<file path="src/hdl/apmap_pkg.sv">
/*
 * apmap_pkg: offsets, reset values and fixed identification values of the
 * access-port register map. Assumes word-aligned 32-bit APB4 accesses.
 */
package apmap_pkg;
    localparam int          ADDR_W          = 13;
    localparam int          DATA_W          = 32;
    localparam int          DA_WORDS        = 256;
    // view select bit: 0x0000 first view, 0x1000 second view
    localparam int          VIEW_BIT        = 12;
    localparam logic [11:0] OFS_DA_LAST     = 12'h3fc;
    localparam logic [11:0] OFS_CTRL        = 12'hd00;
    localparam logic [11:0] OFS_TADDR       = 12'hd04;
    localparam logic [11:0] OFS_DRW         = 12'hd0c;
    localparam logic [11:0] OFS_BD0         = 12'hd10;
    localparam logic [11:0] OFS_BD1         = 12'hd14;
    localparam logic [11:0] OFS_BD2         = 12'hd18;
    localparam logic [11:0] OFS_BD3         = 12'hd1c;
    localparam logic [11:0] OFS_RESP        = 12'hd24;
    localparam logic [11:0] OFS_CFG         = 12'hdf4;
    localparam logic [11:0] OFS_BASE        = 12'hdf8;
    localparam logic [11:0] OFS_IDENT       = 12'hdfc;
    localparam logic [11:0] OFS_ITSTAT      = 12'hefc;
    localparam logic [11:0] OFS_INTEGRATION_MODE_CONTROL      = 12'hf00;
    localparam logic [11:0] OFS_CLAIM_TAG_SET    = 12'hfa0;
    localparam logic [11:0] OFS_CLAIM_TAG_CLEAR    = 12'hfa4;
    localparam logic [11:0] OFS_AUTH        = 12'hfb8;
    localparam logic [11:0] OFS_DEVICE_ARCHITECTURE     = 12'hfbc;
    localparam logic [11:0] OFS_DEVICE_TYPE_CODE     = 12'hfcc;
    localparam logic [11:0] OFS_PID4        = 12'hfd0;
    localparam logic [11:0] OFS_PID5        = 12'hfd4;
    localparam logic [11:0] OFS_PID6        = 12'hfd8;
    localparam logic [11:0] OFS_PID7        = 12'hfdc;
    localparam logic [11:0] OFS_PID0        = 12'hfe0;
    localparam logic [11:0] OFS_PID1        = 12'hfe4;
    localparam logic [11:0] OFS_PID2        = 12'hfe8;
    localparam logic [11:0] OFS_PID3        = 12'hfec;
    localparam logic [11:0] OFS_CID0        = 12'hff0;
    localparam logic [11:0] OFS_CID1        = 12'hff4;
    localparam logic [11:0] OFS_CID2        = 12'hff8;
    localparam logic [11:0] OFS_CID3        = 12'hffc;
    localparam logic [31:0] RST_RESP        = 32'h0000_0000;
    localparam logic [31:0] RST_ITSTAT      = 32'h0000_0000;
    localparam logic [31:0] RST_INTEGRATION_MODE_CONTROL      = 32'h0000_0000;
    localparam logic [31:0] RST_CLAIM_TAG_SET    = 32'h0000_0003;
    localparam logic [31:0] RST_CLAIM_TAG_CLEAR    = 32'h0000_0000;
    localparam logic [31:0] VAL_CFG         = 32'h0001_01a0;
    localparam logic [31:0] VAL_AUTH        = 32'h0000_0000;
    localparam logic [31:0] VAL_DEVICE_TYPE_CODE     = 32'h0000_0000;
    localparam logic [31:0] VAL_ZERO        = 32'h0000_0000;
    localparam logic [31:0] VAL_CID0        = 32'h0000_000d;
    localparam logic [31:0] VAL_CID1        = 32'h0000_0090;
    localparam logic [31:0] VAL_CID2        = 32'h0000_0005;
    localparam logic [31:0] VAL_CID3        = 32'h0000_00b1;
    localparam logic [31:0] MASK_1KB        = 32'hffff_fc00;
    localparam logic [1:0]  CLAIM_BITS      = 2'h3;
    // arbitrary neutral identity values
    localparam logic [31:0] DEF_IDENT       = 32'h0000_0001;
    localparam logic [31:0] DEF_DEVICE_ARCHITECTURE     = 32'h0000_0002;
    localparam logic [31:0] DEF_PID0        = 32'h0000_0010;
    localparam logic [31:0] DEF_PID1        = 32'h0000_0020;
    localparam logic [31:0] DEF_PID2        = 32'h0000_0030;
    localparam logic [31:0] DEF_PID4        = 32'h0000_0000;

    typedef enum logic [1:0] {
        APMAP_IDLE = 2'b01,
        APMAP_MEM  = 2'b10
    } apmap_state_t;
endpackage

</file>
<file path="src/hdl/apmap_regs.sv">
/*
 * apmap_regs: APB4 slave register map of a debug memory-access port,
 * two views of 4KB each, with a direct-access window into target memory.
 * Assumes the debug-port master and the memory-side port share ref_clk;
 * the memory side answers each request with mem_done.
 */
// Overview of operation
// The 8KB space holds two register views, one at 0x0000 and one at 0x1000.
// Only one view serves a port; the second exists but serves no twin port.
// Each read-write register has one copy per view, written independently.
// Each read-only register is shared, so both views read the same value.
// Offsets not assigned to a listed register are reserved.
// Registers with dashed reset values leave reset with unspecified contents.
// A window of 256 read-write words spans offsets 0x0000 to 0x03fc.
// The claim tag set register at 0x0fa0 reads 3 after reset.
// The configuration register at 0x0df4 reads the fixed value 0x000101a0.
// The transfer response register at 0x0d24 resets to zero in both views.
// A window word maps to memory at the masked transfer address plus its offset.
// The access control word steers accesses issued into the memory system.
// Reserved offsets read zero, ignore writes and never signal an error.
`timescale 1ns/1ps
module apmap_regs #(
    parameter logic [31:0] BASE_ADDR = 32'h0000_0000
) (
    // clock and reset
    input  wire logic        ref_clk,
    input  wire logic        rst,
    // apb4 slave
    input  wire logic        psel,
    input  wire logic        penable,
    input  wire logic        pwrite,
    input  wire logic [12:0] paddr,
    input  wire logic [31:0] pwdata,
    input  wire logic [3:0]  pstrb,
    input  wire logic [2:0]  pprot,
    output logic             pready,
    output logic [31:0]      prdata,
    output logic             pslverr,
    // memory-side request
    output logic             mem_req,
    output logic             mem_write,
    output logic [31:0]      mem_addr,
    output logic [31:0]      mem_wdata,
    output logic [31:0]      mem_ctrl,
    input  wire logic        mem_done,
    input  wire logic [31:0] mem_rdata
);
    localparam int NV = 2;

    apmap_pkg::apmap_state_t state_reg;
    logic [31:0] ctrl_reg    [NV];
    logic [31:0] taddr_reg   [NV];
    logic [31:0] drw_reg     [NV];
    logic [31:0] bd_reg      [NV][4];
    logic [31:0] resp_reg    [NV];
    logic [31:0] itstat_reg  [NV];
    logic [31:0] integration_mode_control_reg  [NV];
    logic [1:0]  claim_reg   [NV];
    logic [31:0] rdata_reg;
    logic        done_reg;

    wire logic        view   = paddr[apmap_pkg::VIEW_BIT];
    wire logic [11:0] ofs    = {paddr[11:2], 2'b00};
    wire logic        setup  = psel && !penable;
    wire logic        acc    = psel && penable;
    wire logic        is_da  = (ofs <= apmap_pkg::OFS_DA_LAST);
    wire logic        wr_hit = acc && pwrite && pready;

    function automatic logic [31:0] merge(input logic [31:0] old_v,
                                          input logic [31:0] new_v,
                                          input logic [3:0]  strb);
        logic [31:0] r;
        r = old_v;
        for (int b = 0; b < 4; b++) begin
            if (strb[b]) begin
                r[8*b +: 8] = new_v[8*b +: 8];
            end
        end
        return r;
    endfunction

    function automatic logic wr_at(input logic [11:0] o, input logic v);
        return wr_hit && (ofs == o) && (view == v);
    endfunction

    // window words go out to memory; pready held low until after mem_done
    always_ff @(posedge ref_clk or posedge rst) begin
        if (rst) begin
            state_reg <= apmap_pkg::APMAP_IDLE;
        end else begin
            case (state_reg)
                apmap_pkg::APMAP_IDLE: begin
                    if (setup && is_da) begin
                        state_reg <= apmap_pkg::APMAP_MEM;
                    end
                end
                apmap_pkg::APMAP_MEM: begin
                    if (mem_done) begin
                        state_reg <= apmap_pkg::APMAP_IDLE;
                    end
                end
                default: state_reg <= apmap_pkg::APMAP_IDLE;
            endcase
        end
    end

    always_ff @(posedge ref_clk or posedge rst) begin
        if (rst) begin
            mem_write <= 1'b0;
            mem_addr  <= 32'h0000_0000;
            mem_wdata <= 32'h0000_0000;
            mem_ctrl  <= 32'h0000_0000;
        end else if (setup && is_da && state_reg == apmap_pkg::APMAP_IDLE) begin
            mem_write <= pwrite;
            mem_addr  <= (taddr_reg[view] & apmap_pkg::MASK_1KB)
                         + {22'h0, paddr[9:0]};
            mem_wdata <= pwdata;
            mem_ctrl  <= ctrl_reg[view];
        end
    end

    // one wait state after mem_done so prdata already holds the memory word
    always_ff @(posedge ref_clk or posedge rst) begin
        if (rst) begin
            done_reg <= 1'b0;
        end else begin
            done_reg <= mem_req && mem_done;
        end
    end

    assign mem_req = (state_reg == apmap_pkg::APMAP_MEM);
    assign pready  = !(acc && is_da) || done_reg;
    assign pslverr = 1'b0;

    // one copy per view of every read-write register
    always_ff @(posedge ref_clk) begin
        for (int v = 0; v < NV; v++) begin
            if (wr_at(apmap_pkg::OFS_CTRL, v[0])) begin
                ctrl_reg[v] <= merge(ctrl_reg[v], pwdata, pstrb);
            end
            if (wr_at(apmap_pkg::OFS_TADDR, v[0])) begin
                taddr_reg[v] <= merge(taddr_reg[v], pwdata, pstrb);
            end
            if (wr_at(apmap_pkg::OFS_DRW, v[0])) begin
                drw_reg[v] <= merge(drw_reg[v], pwdata, pstrb);
            end
            for (int b = 0; b < 4; b++) begin
                if (wr_at(apmap_pkg::OFS_BD0 + 12'(4 * b), v[0])) begin
                    bd_reg[v][b] <= merge(bd_reg[v][b], pwdata, pstrb);
                end
            end
        end
    end

    always_ff @(posedge ref_clk or posedge rst) begin
        if (rst) begin
            for (int v = 0; v < NV; v++) begin
                resp_reg[v]   <= apmap_pkg::RST_RESP;
                itstat_reg[v] <= apmap_pkg::RST_ITSTAT;
                integration_mode_control_reg[v] <= apmap_pkg::RST_INTEGRATION_MODE_CONTROL;
                claim_reg[v]  <= apmap_pkg::RST_CLAIM_TAG_CLEAR[1:0];
            end
        end else begin
            for (int v = 0; v < NV; v++) begin
                if (wr_at(apmap_pkg::OFS_RESP, v[0])) begin
                    resp_reg[v] <= merge(resp_reg[v], pwdata, pstrb);
                end
                if (wr_at(apmap_pkg::OFS_ITSTAT, v[0])) begin
                    itstat_reg[v] <= merge(itstat_reg[v], pwdata, pstrb);
                end
                if (wr_at(apmap_pkg::OFS_INTEGRATION_MODE_CONTROL, v[0])) begin
                    integration_mode_control_reg[v] <= merge(integration_mode_control_reg[v], pwdata, pstrb);
                end
                if (wr_at(apmap_pkg::OFS_CLAIM_TAG_SET, v[0]) && pstrb[0]) begin
                    claim_reg[v] <= claim_reg[v]
                                    | (pwdata[1:0] & apmap_pkg::CLAIM_BITS);
                end else if (wr_at(apmap_pkg::OFS_CLAIM_TAG_CLEAR, v[0]) && pstrb[0]) begin
                    claim_reg[v] <= claim_reg[v] & ~pwdata[1:0];
                end
            end
        end
    end

    // read decode; read-only values shared, view bit ignored
    function automatic logic [31:0] rd_mux(input logic [11:0] o, input logic v);
        logic [31:0] r;
        r = 32'h0000_0000;
        case (o)
            apmap_pkg::OFS_CTRL:     r = ctrl_reg[v];
            apmap_pkg::OFS_TADDR:    r = taddr_reg[v];
            apmap_pkg::OFS_DRW:      r = drw_reg[v];
            apmap_pkg::OFS_BD0:      r = bd_reg[v][0];
            apmap_pkg::OFS_BD1:      r = bd_reg[v][1];
            apmap_pkg::OFS_BD2:      r = bd_reg[v][2];
            apmap_pkg::OFS_BD3:      r = bd_reg[v][3];
            apmap_pkg::OFS_RESP:     r = resp_reg[v];
            apmap_pkg::OFS_CFG:      r = apmap_pkg::VAL_CFG;
            apmap_pkg::OFS_BASE:     r = BASE_ADDR;
            apmap_pkg::OFS_IDENT:    r = apmap_pkg::DEF_IDENT;
            apmap_pkg::OFS_ITSTAT:   r = itstat_reg[v];
            apmap_pkg::OFS_INTEGRATION_MODE_CONTROL:   r = integration_mode_control_reg[v];
            apmap_pkg::OFS_CLAIM_TAG_SET: r = {30'h0, apmap_pkg::CLAIM_BITS};
            apmap_pkg::OFS_CLAIM_TAG_CLEAR: r = {30'h0, claim_reg[v]};
            apmap_pkg::OFS_AUTH:     r = apmap_pkg::VAL_AUTH;
            apmap_pkg::OFS_DEVICE_ARCHITECTURE:  r = apmap_pkg::DEF_DEVICE_ARCHITECTURE;
            apmap_pkg::OFS_DEVICE_TYPE_CODE:  r = apmap_pkg::VAL_DEVICE_TYPE_CODE;
            apmap_pkg::OFS_PID4:     r = apmap_pkg::DEF_PID4;
            apmap_pkg::OFS_PID5:     r = apmap_pkg::VAL_ZERO;
            apmap_pkg::OFS_PID6:     r = apmap_pkg::VAL_ZERO;
            apmap_pkg::OFS_PID7:     r = apmap_pkg::VAL_ZERO;
            apmap_pkg::OFS_PID0:     r = apmap_pkg::DEF_PID0;
            apmap_pkg::OFS_PID1:     r = apmap_pkg::DEF_PID1;
            apmap_pkg::OFS_PID2:     r = apmap_pkg::DEF_PID2;
            apmap_pkg::OFS_PID3:     r = apmap_pkg::VAL_ZERO;
            apmap_pkg::OFS_CID0:     r = apmap_pkg::VAL_CID0;
            apmap_pkg::OFS_CID1:     r = apmap_pkg::VAL_CID1;
            apmap_pkg::OFS_CID2:     r = apmap_pkg::VAL_CID2;
            apmap_pkg::OFS_CID3:     r = apmap_pkg::VAL_CID3;
            default:                 r = 32'h0000_0000;
        endcase
        return r;
    endfunction

    // data captured at setup; window data when memory answers
    always_ff @(posedge ref_clk or posedge rst) begin
        if (rst) begin
            rdata_reg <= 32'h0000_0000;
        end else if (mem_req && mem_done) begin
            rdata_reg <= mem_write ? 32'h0000_0000 : mem_rdata;
        end else if (setup && !pwrite) begin
            rdata_reg <= rd_mux(ofs, view);
        end
    end

    assign prdata = rdata_reg;

    // protection attributes carried but not decoded
    logic [31:0] unused_prot;
    assign unused_prot = {29'h0, pprot};

    AST_NO_ERR: assert property (@(posedge ref_clk) disable iff (rst)
        psel |-> !pslverr) else $error("slave error raised");
    AST_CFG_RD: assert property (@(posedge ref_clk) disable iff (rst)
        setup && !pwrite && ofs == apmap_pkg::OFS_CFG
        |=> prdata == apmap_pkg::VAL_CFG) else $error("config value wrong");
    AST_CLAIM_RD: assert property (@(posedge ref_clk) disable iff (rst)
        setup && !pwrite && ofs == apmap_pkg::OFS_CLAIM_TAG_SET
        |=> prdata == 32'h0000_0003) else $error("claim set value wrong");
    AST_RSV_RD: assert property (@(posedge ref_clk) disable iff (rst)
        setup && !pwrite && ofs == 12'hd08 |=> prdata == 32'h0000_0000)
        else $error("reserved read not zero");
    AST_VIEW_SEP: assert property (@(posedge ref_clk) disable iff (rst)
        wr_at(apmap_pkg::OFS_RESP, 1'b0) |=> $stable(resp_reg[1]))
        else $error("second view touched");
    AST_RESP_RST: assert property (@(posedge ref_clk)
        rst |=> resp_reg[0] == 32'h0 && resp_reg[1] == 32'h0)
        else $error("response not reset");
    AST_DA_ADDR: assert property (@(posedge ref_clk) disable iff (rst)
        setup && is_da && state_reg == apmap_pkg::APMAP_IDLE
        |=> mem_req && mem_addr[9:0] == $past(paddr[9:0]))
        else $error("window address wrong");
    AST_RO_SHARED: assert property (@(posedge ref_clk) disable iff (rst)
        setup && !pwrite && ofs == apmap_pkg::OFS_CID3
        |=> prdata == apmap_pkg::VAL_CID3) else $error("shared read wrong");
    AST_CTRL_OUT: assert property (@(posedge ref_clk) disable iff (rst)
        setup && is_da && state_reg == apmap_pkg::APMAP_IDLE
        |=> mem_ctrl == $past(ctrl_reg[view])) else $error("ctrl not passed");
    AST_NO_ERR_V1: assert property (@(posedge ref_clk) disable iff (rst)
        psel && view |-> !pslverr) else $error("view 1 error");
    AST_RSV_WR: assert property (@(posedge ref_clk) disable iff (rst)
        acc && pwrite && ofs == 12'hd08 |-> pready) else $error("reserved stall");
    AST_WIN_DATA: assert property (@(posedge ref_clk) disable iff (rst)
        mem_req && mem_done && !mem_write |=> pready && prdata == $past(mem_rdata))
        else $error("window read data not ready with pready");
    AST_WIN_WAIT: assert property (@(posedge ref_clk) disable iff (rst)
        acc && is_da && mem_req |-> !pready) else $error("window ready too early");

    COV_WIN:  cover property (@(posedge ref_clk) mem_req && mem_done);
    COV_V1:   cover property (@(posedge ref_clk) wr_hit && view);
    COV_CLR:  cover property (@(posedge ref_clk) wr_at(apmap_pkg::OFS_CLAIM_TAG_CLEAR, 1'b0));
    COV_WRD:  cover property (@(posedge ref_clk) mem_req && mem_done && !mem_write);
    COV_DAV1: cover property (@(posedge ref_clk) setup && is_da && view);
endmodule // apmap_regs

</file>
<file path="config.mk">
export PLATFORM = sky130hd
export DESIGN_NAME = apmap_regs
export DESIGN_NICKNAME = d
export VERILOG_FILES = /design/src/hdl/apmap_pkg.sv /design/src/hdl/apmap_regs.sv
export SDC_FILE = /design/constraint.sdc
export NUM_CORES = 1
export LEC_CHECK = 0
export ABC_AREA = 1
export BUFFER_PORTS_ARGS = -buffer_cell sky130_fd_sc_hd__clkbuf_2
export CAP_MARGIN = 20
export CORE_AREA = 2 2 238 240
export DETAILED_ROUTE_END_ITERATION = 7
export DIE_AREA = 0 0 240 242
export PLACE_DENSITY = 0.78
export REMOVE_ABC_BUFFERS = 1
export SLEW_MARGIN = 0
export SYNTH_ARGS = -nofsm -noshare
export SYNTH_HDL_FRONTEND = slang
export SYNTH_SLANG_ARGS = --single-unit
</file>
<file path="constraint.sdc">
create_clock -name ref_clk -period 22.5 [get_ports ref_clk]
set_input_delay 0 -clock ref_clk [delete_from_list [all_inputs] [get_ports ref_clk]]
set_output_delay 0 -clock ref_clk [all_outputs]
set_load 0.005 [all_outputs]
</file>
Word-level counts from Yosys, hierarchy flattened
Memory sizes are Yosys's and may differ from the RTL's.
Cells that the tools add are included.

word-level totals
  flip-flop bits (word level) = 328
  bits in latches = 0
  RAM bits = 448
  memory bits (read-only) = 0
  input port bits = 90
  output and inout port bits = 132
  word-level logic and storage cells = 445
  memories kept = 4

operators by class
  $add $sub $neg = 1
  $mul = 0
  divide/modulo/power cells = 0
  magnitude comparators = 2
  eq/ne operators = 82
  shift-type cells = 0
  mux-type cells = 175
  bitwise operators = 7
  reductions and logical operators = 141

memories
  name       depth  bits a word  rd ports  clocked after memory_dff  wr ports  RTL line          source
  bd_reg     2      128          1         0                         1         apmap_regs.sv:54  logic [31:0] bd_reg [NV][4];
  ctrl_reg   2      32           1         0                         1         apmap_regs.sv:51  logic [31:0] ctrl_reg [NV];
  drw_reg    2      32           1         0                         1         apmap_regs.sv:53  logic [31:0] drw_reg [NV];
  taddr_reg  2      32           1         0                         1         apmap_regs.sv:52  logic [31:0] taddr_reg [NV];

operators by type and width
  operator                                                                             number
  8-bit 2-to-1 mux                                                                     112
  32-bit one-hot mux with 22 select lines                                              1
  32-bit 2-to-1 mux                                                                    15
  10-bit == test (second input constant)                                               22
  2-bit AND reduction                                                                  81
  128-bit 2-to-1 mux                                                                   1
  128-bit OR reduction                                                                 1
  2-bit != test (second input constant)                                                57
  32-bit OR reduction                                                                  3
  1-bit logical AND                                                                    49
  32-bit by 10-bit adder with 32-bit output                                            1
  1-bit 2-to-1 mux                                                                     32
  2-bit 2-to-1 mux                                                                     9
  16-bit 2-to-1 mux                                                                    1
  12-bit by 10-bit less-or-equal comparator with 1-bit output (second input constant)  1
  4-bit 2-to-1 mux                                                                     3
  2-bit nonzero test                                                                   3
  2-bit bitwise AND                                                                    2
  2-bit OR                                                                             2
  2-bit one-hot mux with 2 select lines                                                1
  1-bit zero test                                                                      3
  2-bit by 1-bit == test with 1-bit output (second input constant)                     1
  2-bit == test (second input constant)                                                1
  2-bit >= comparator (second input constant)                                          1
  other kinds (5)                                                                      5

Logic depth before layout (Yosys ltp)
  word-level depth = 12
  depth in mapped cells = 14
  gate-level depth less buffers = 13

Worst setup path before layout
No wires, ideal clock.

  path kind = flip-flop to flip-flop
  from = reg done_reg
  to = mem bd_reg[0][40] in the netlist's numbering, enable pin
  arrival = 1.526 ns
  slack = 20.604 ns
  stages on the path, launching flop included = 9
  clock period less this slack = 1.896 ns
  cell sequence = dfrtp_1 > nand3b_1 > nand3_1 > buf_4 > inv_1 > nand2_1 > inv_1 > nand2_1 > nor2_1

on the way
  longest elaborated chain between the ends = 9

RTL lines
  element                                                                 RTL line           source
  start, declared                                                         apmap_regs.sv:60   logic done_reg;
  start signal, assigned                                                  apmap_regs.sv:127  done_reg <= mem_req && mem_done;
  1-bit logical OR (*)                                                    apmap_regs.sv:132  assign pready = !(acc && is_da) || done_reg;
  via pready                                                              apmap_regs.sv:36   output logic pready,
  1-bit logical AND (*)                                                   apmap_regs.sv:67   wire logic wr_hit = acc && pwrite && pready;
  1-bit logical AND (2 in a row)                                          apmap_regs.sv:83   return wr_hit && (ofs == o) && (view == v);
  1-bit 2-to-1 mux                                                        apmap_regs.sv:148  if (wr_at(apmap_pkg::OFS_BD0 + 12'(4 * b), v[0])) begin
  1-bit 2-to-1 mux (not written as such)                                  apmap_regs.sv:149  bd_reg[v][b] <= merge(bd_reg[v][b], pwdata, pstrb);
  2-bit AND reduction (no line)                                           -
  128-bit OR reduction (no line)                                          -
  1-bit 2-to-1 mux (no line) / 16-bit 2-to-1 mux (equally long branches)  -
  end, declared                                                           apmap_regs.sv:54

Mark *: on every way through the listed nets, which the timed path passes. The rest lies on a longest branch.

Worst setup path after layout
  from = reg state_reg[1]
  to = reg rdata_reg[21] (netlist: prdata[21])

on the way
  longest elaborated chain between the ends = 3

RTL lines
  element                                                         RTL line           source
  start, declared                                                 apmap_regs.sv:50   apmap_pkg::apmap_state_t state_reg;
  start signal, assigned                                          apmap_regs.sv:89   state_reg <= apmap_pkg::APMAP_IDLE;
  start signal, assigned                                          apmap_regs.sv:94   state_reg <= apmap_pkg::APMAP_MEM;
  start signal, assigned                                          apmap_regs.sv:99   state_reg <= apmap_pkg::APMAP_IDLE;
  2-bit == test (*)                                               apmap_regs.sv:131  assign mem_req = (state_reg == apmap_pkg::APMAP_MEM);
  1-bit logical AND (*)                                           apmap_regs.sv:228  end else if (mem_req && mem_done) begin
  32-bit 2-to-1 mux / 2-bit nonzero test (equally long branches)  -
  end signal, assigned                                            apmap_regs.sv:229  rdata_reg <= mem_write ? 32'h0000_0000 : mem_rdata;
  end signal, assigned                                            apmap_regs.sv:231  rdata_reg <= rd_mux(ofs, view);
  end, declared                                                   apmap_regs.sv:59   logic [31:0] rdata_reg;

Every way passes the cells marked *; elsewhere a longest branch is shown, timed or not.
A chain may end at the register's enable or synchronous reset.

==> results.tsv <==
metric	value	unit
antenna_found_initial	2	
row_count	87	
p_per_area	80.9	mW/mm^2
min_period	4.15	ns
grt_use_met2	50.5	%
reg2reg_setup_slack	18.35	ns
synth_warnings	0	
cts_root_buf	clkbuf_16	
drt-wirelength-per-cell	21.5	microns
status	finished, violations left	
syn-instance-count	3162	
overflow	0	
die_h	242	microns
drc	0	
drtIter0Drc	3449	
cp_slowest_cell	nand2_2	
die-area	0.0581	sq mm
post_cts_resized	0	
htree_levels	3	
grt_usage	31.6	%
cts_made_buffers	78	
largest_register_ffs	256	
synth_seq_area_share	65.9	%
cts_hold_buffers	80	
synthTopCellsByArea	edfxtp_1, dfrtp_1, nand2_1	
hp-class	primary input to async pin	
failed_checks	negative hold slack	
reg2reg_to	prdata[21]	
hpwl	56700	microns
grt_max_degree	123	
grt_pass1_vias	24600	
slew_viol_final	0	
p_total	0.00307	W
syn_area	0.0329	sq mm
initial_core_util	59.0	%
maxSlewHeadroom	17.0	%
slowest_delay	1.10	ns
path_delay_family	simple AND/OR/NAND/NOR gates	
critPathBufInv	3	
postCtsSetupRepairBufs	0	
fmax	0.241	GHz
areaGrowthSynthToFinish	15.5	%
clk_latency	0.62	ns
rsz0062_at_grt	false	
endpoint_kind	flop	
ys_ff_latch	776	
path_max_fanout	34	
clkSlewWorstSetupHoldPaths	0.06	ns
die_width	240	microns
core_area	0.0557	sq mm
required	22.99	ns
grt_pass1_wl	140000	microns
synth_largest_area_cell	edfxtp_1	
clock_path_buffers	3	
cp.arrival	4.64	ns
worstMarginPinSlew	1.24	ns
cts_tree	built	
fin_skew	0.0201	ns
hold_violations	2	
ir_drop	0.0000618	V
layout-drive-gt1-share	12.5	%
io_buffers	217	
finalSetupViolations	0	
power_leakage	16.4	nW
drtPass1Iterations	8	
grt_busiest_layer	met2	
netlist.area_leader.share	40.9	%
path_cells	inv_1, nor2_1, nand2_2, nand2_2, clkinv_1, buf_4, a21oi_1, a21oi_1	
io_pins	222	
fin_setup_tns	0	ns
cap_violations	0	
use_met1	42.6	%
final_antenna_net_count	0	
nNetsFinal	3507	
critPathLaunchType	flop	
period_share	18.4	%
drt_wl_total	91100	microns
cts.sinks	776	
avgSynthCellArea	10.4	sq um
r2r_start	state_reg[1]	
cp.depth	8	
path_class	flop to flop	
vias	24900	
hold_ws	-0.0102	ns
vias_per_cell	5.89	
gp_congestion	0.885	
synth.distinct_cells	38	
r2r_cells	8	
use_met3	5.70	%
logic make-up after synthesis:
logic type / synth area share, %
and+or+nand+nor: 19.7
DFF: 65.9
AOI/OAI and AO/OA: 7.14
buffers and inverters: 3.19
muxes: 4.08
other: 0.0114
cell type report:
| type | count | area (sq um) |
|---|---|---|
| Clock buffer | 121 | 2320 |
| Clock inverter | 24 | 246 |
| Inverter | 80 | 313 |
| Multi-Input combinational cell | 2148 | 10200 |
| Fill cell | 3976 | 17800 |
| Antenna cell | 1 | 2.50 |
| Timing Repair Buffer | 333 | 2280 |
| Sequential cell | 776 | 21700 |
| Tap cell | 756 | 946 |
worst register-to-register path, delay by kind of cell (launching register included):
kind,cells,cell delay [ns]
flops,1,0.32
buf+inv,3,1.46
compound gates,2,0.30
simple gates,3,1.96
cell usage in the layout (no fill, tap or decap), types with 8 or more instances in the layout:
cell type	instances
nand3_4	14
clkbuf_2	216
a31oi_1	12
nand2_2	8
nor2_1	269
inv_1	71
o21ai_2	14
mux2i_1	134
clkinv_1	8
dfrtp_1	327
clkbuf_8	16
edfxtp_1	448
buf_6	8
buf_4	23
nand4_1	47
clkbuf_16	80
o21ai_0	315
o21ai_1	45
nand3_1	105
clkbuf_1	25
a21oi_1	65
dlygate4sd3_1	80
nand2_1	1087
routing by layer:
layer	part of all wire, %	wire length, microns	vias up
met5	0	0	-
met4	3.9	3550	0
met3	9.8	8930	249
met2	48	43400	1451
met1	39	35300	12100
li1	-	-	11200
worst max-delay path by stage:
stage                            start       endpoint
after floorplan                    rst      async pin
after global placement       paddr[12]  drw_reg[0][2]
after detailed placement     paddr[12]  drw_reg[0][1]
after CTS                 state_reg[0]     prdata[15]
after global routing      state_reg[1]     prdata[21]
final                     state_reg[1]     prdata[21]
report_power, final:
group	internal, W	leakage (nW)	switching, W
clock network	0.000757	1.25	0.000541
logic	0.0000732	6.75	0.000128
registers	0.00155	8.40	0.0000251
through the flow:
| step | std cells | area [sq um] | worst slack (ns) | util [%] | hold WS, ns |
|---|---|---|---|---|---|
| after global routing | 4239 | 38000 | 18.12 | 68.1 | 0.0794 |
| final | 4239 | 38000 | 18.35 | 68.1 | -0.0102 |
| after CTS | 4225 | 37700 | 18.41 | 67.7 | 0.0519 |
| after floorplan | 3004 | 32100 | 13.42 | - | 0.0989 |
| after detailed placement | 4000 | 34400 | 18.26 | 61.7 | 0.137 |
| after global placement | 3998 | 34400 | 18.29 | 61.7 | 0.135 |
synthesized netlist by cell type, drive strengths merged:
cell type	instances
a21boi	1
a21oi	65
a31oi	12
and2	1
buf	80
clkbuf	78
clkinv	2
conb	1
dfrtp	327
dfstp	1
edfxtp	448
inv	78
mux2i	134
nand2	1098
nand3	126
nand3b	1
nand4	47
nor2	283
nor3	1
nor4	1
o211ai	1
o21ai	374
o22ai	1
or2	1
Note: power is estimated with default switching activity, not from simulation.
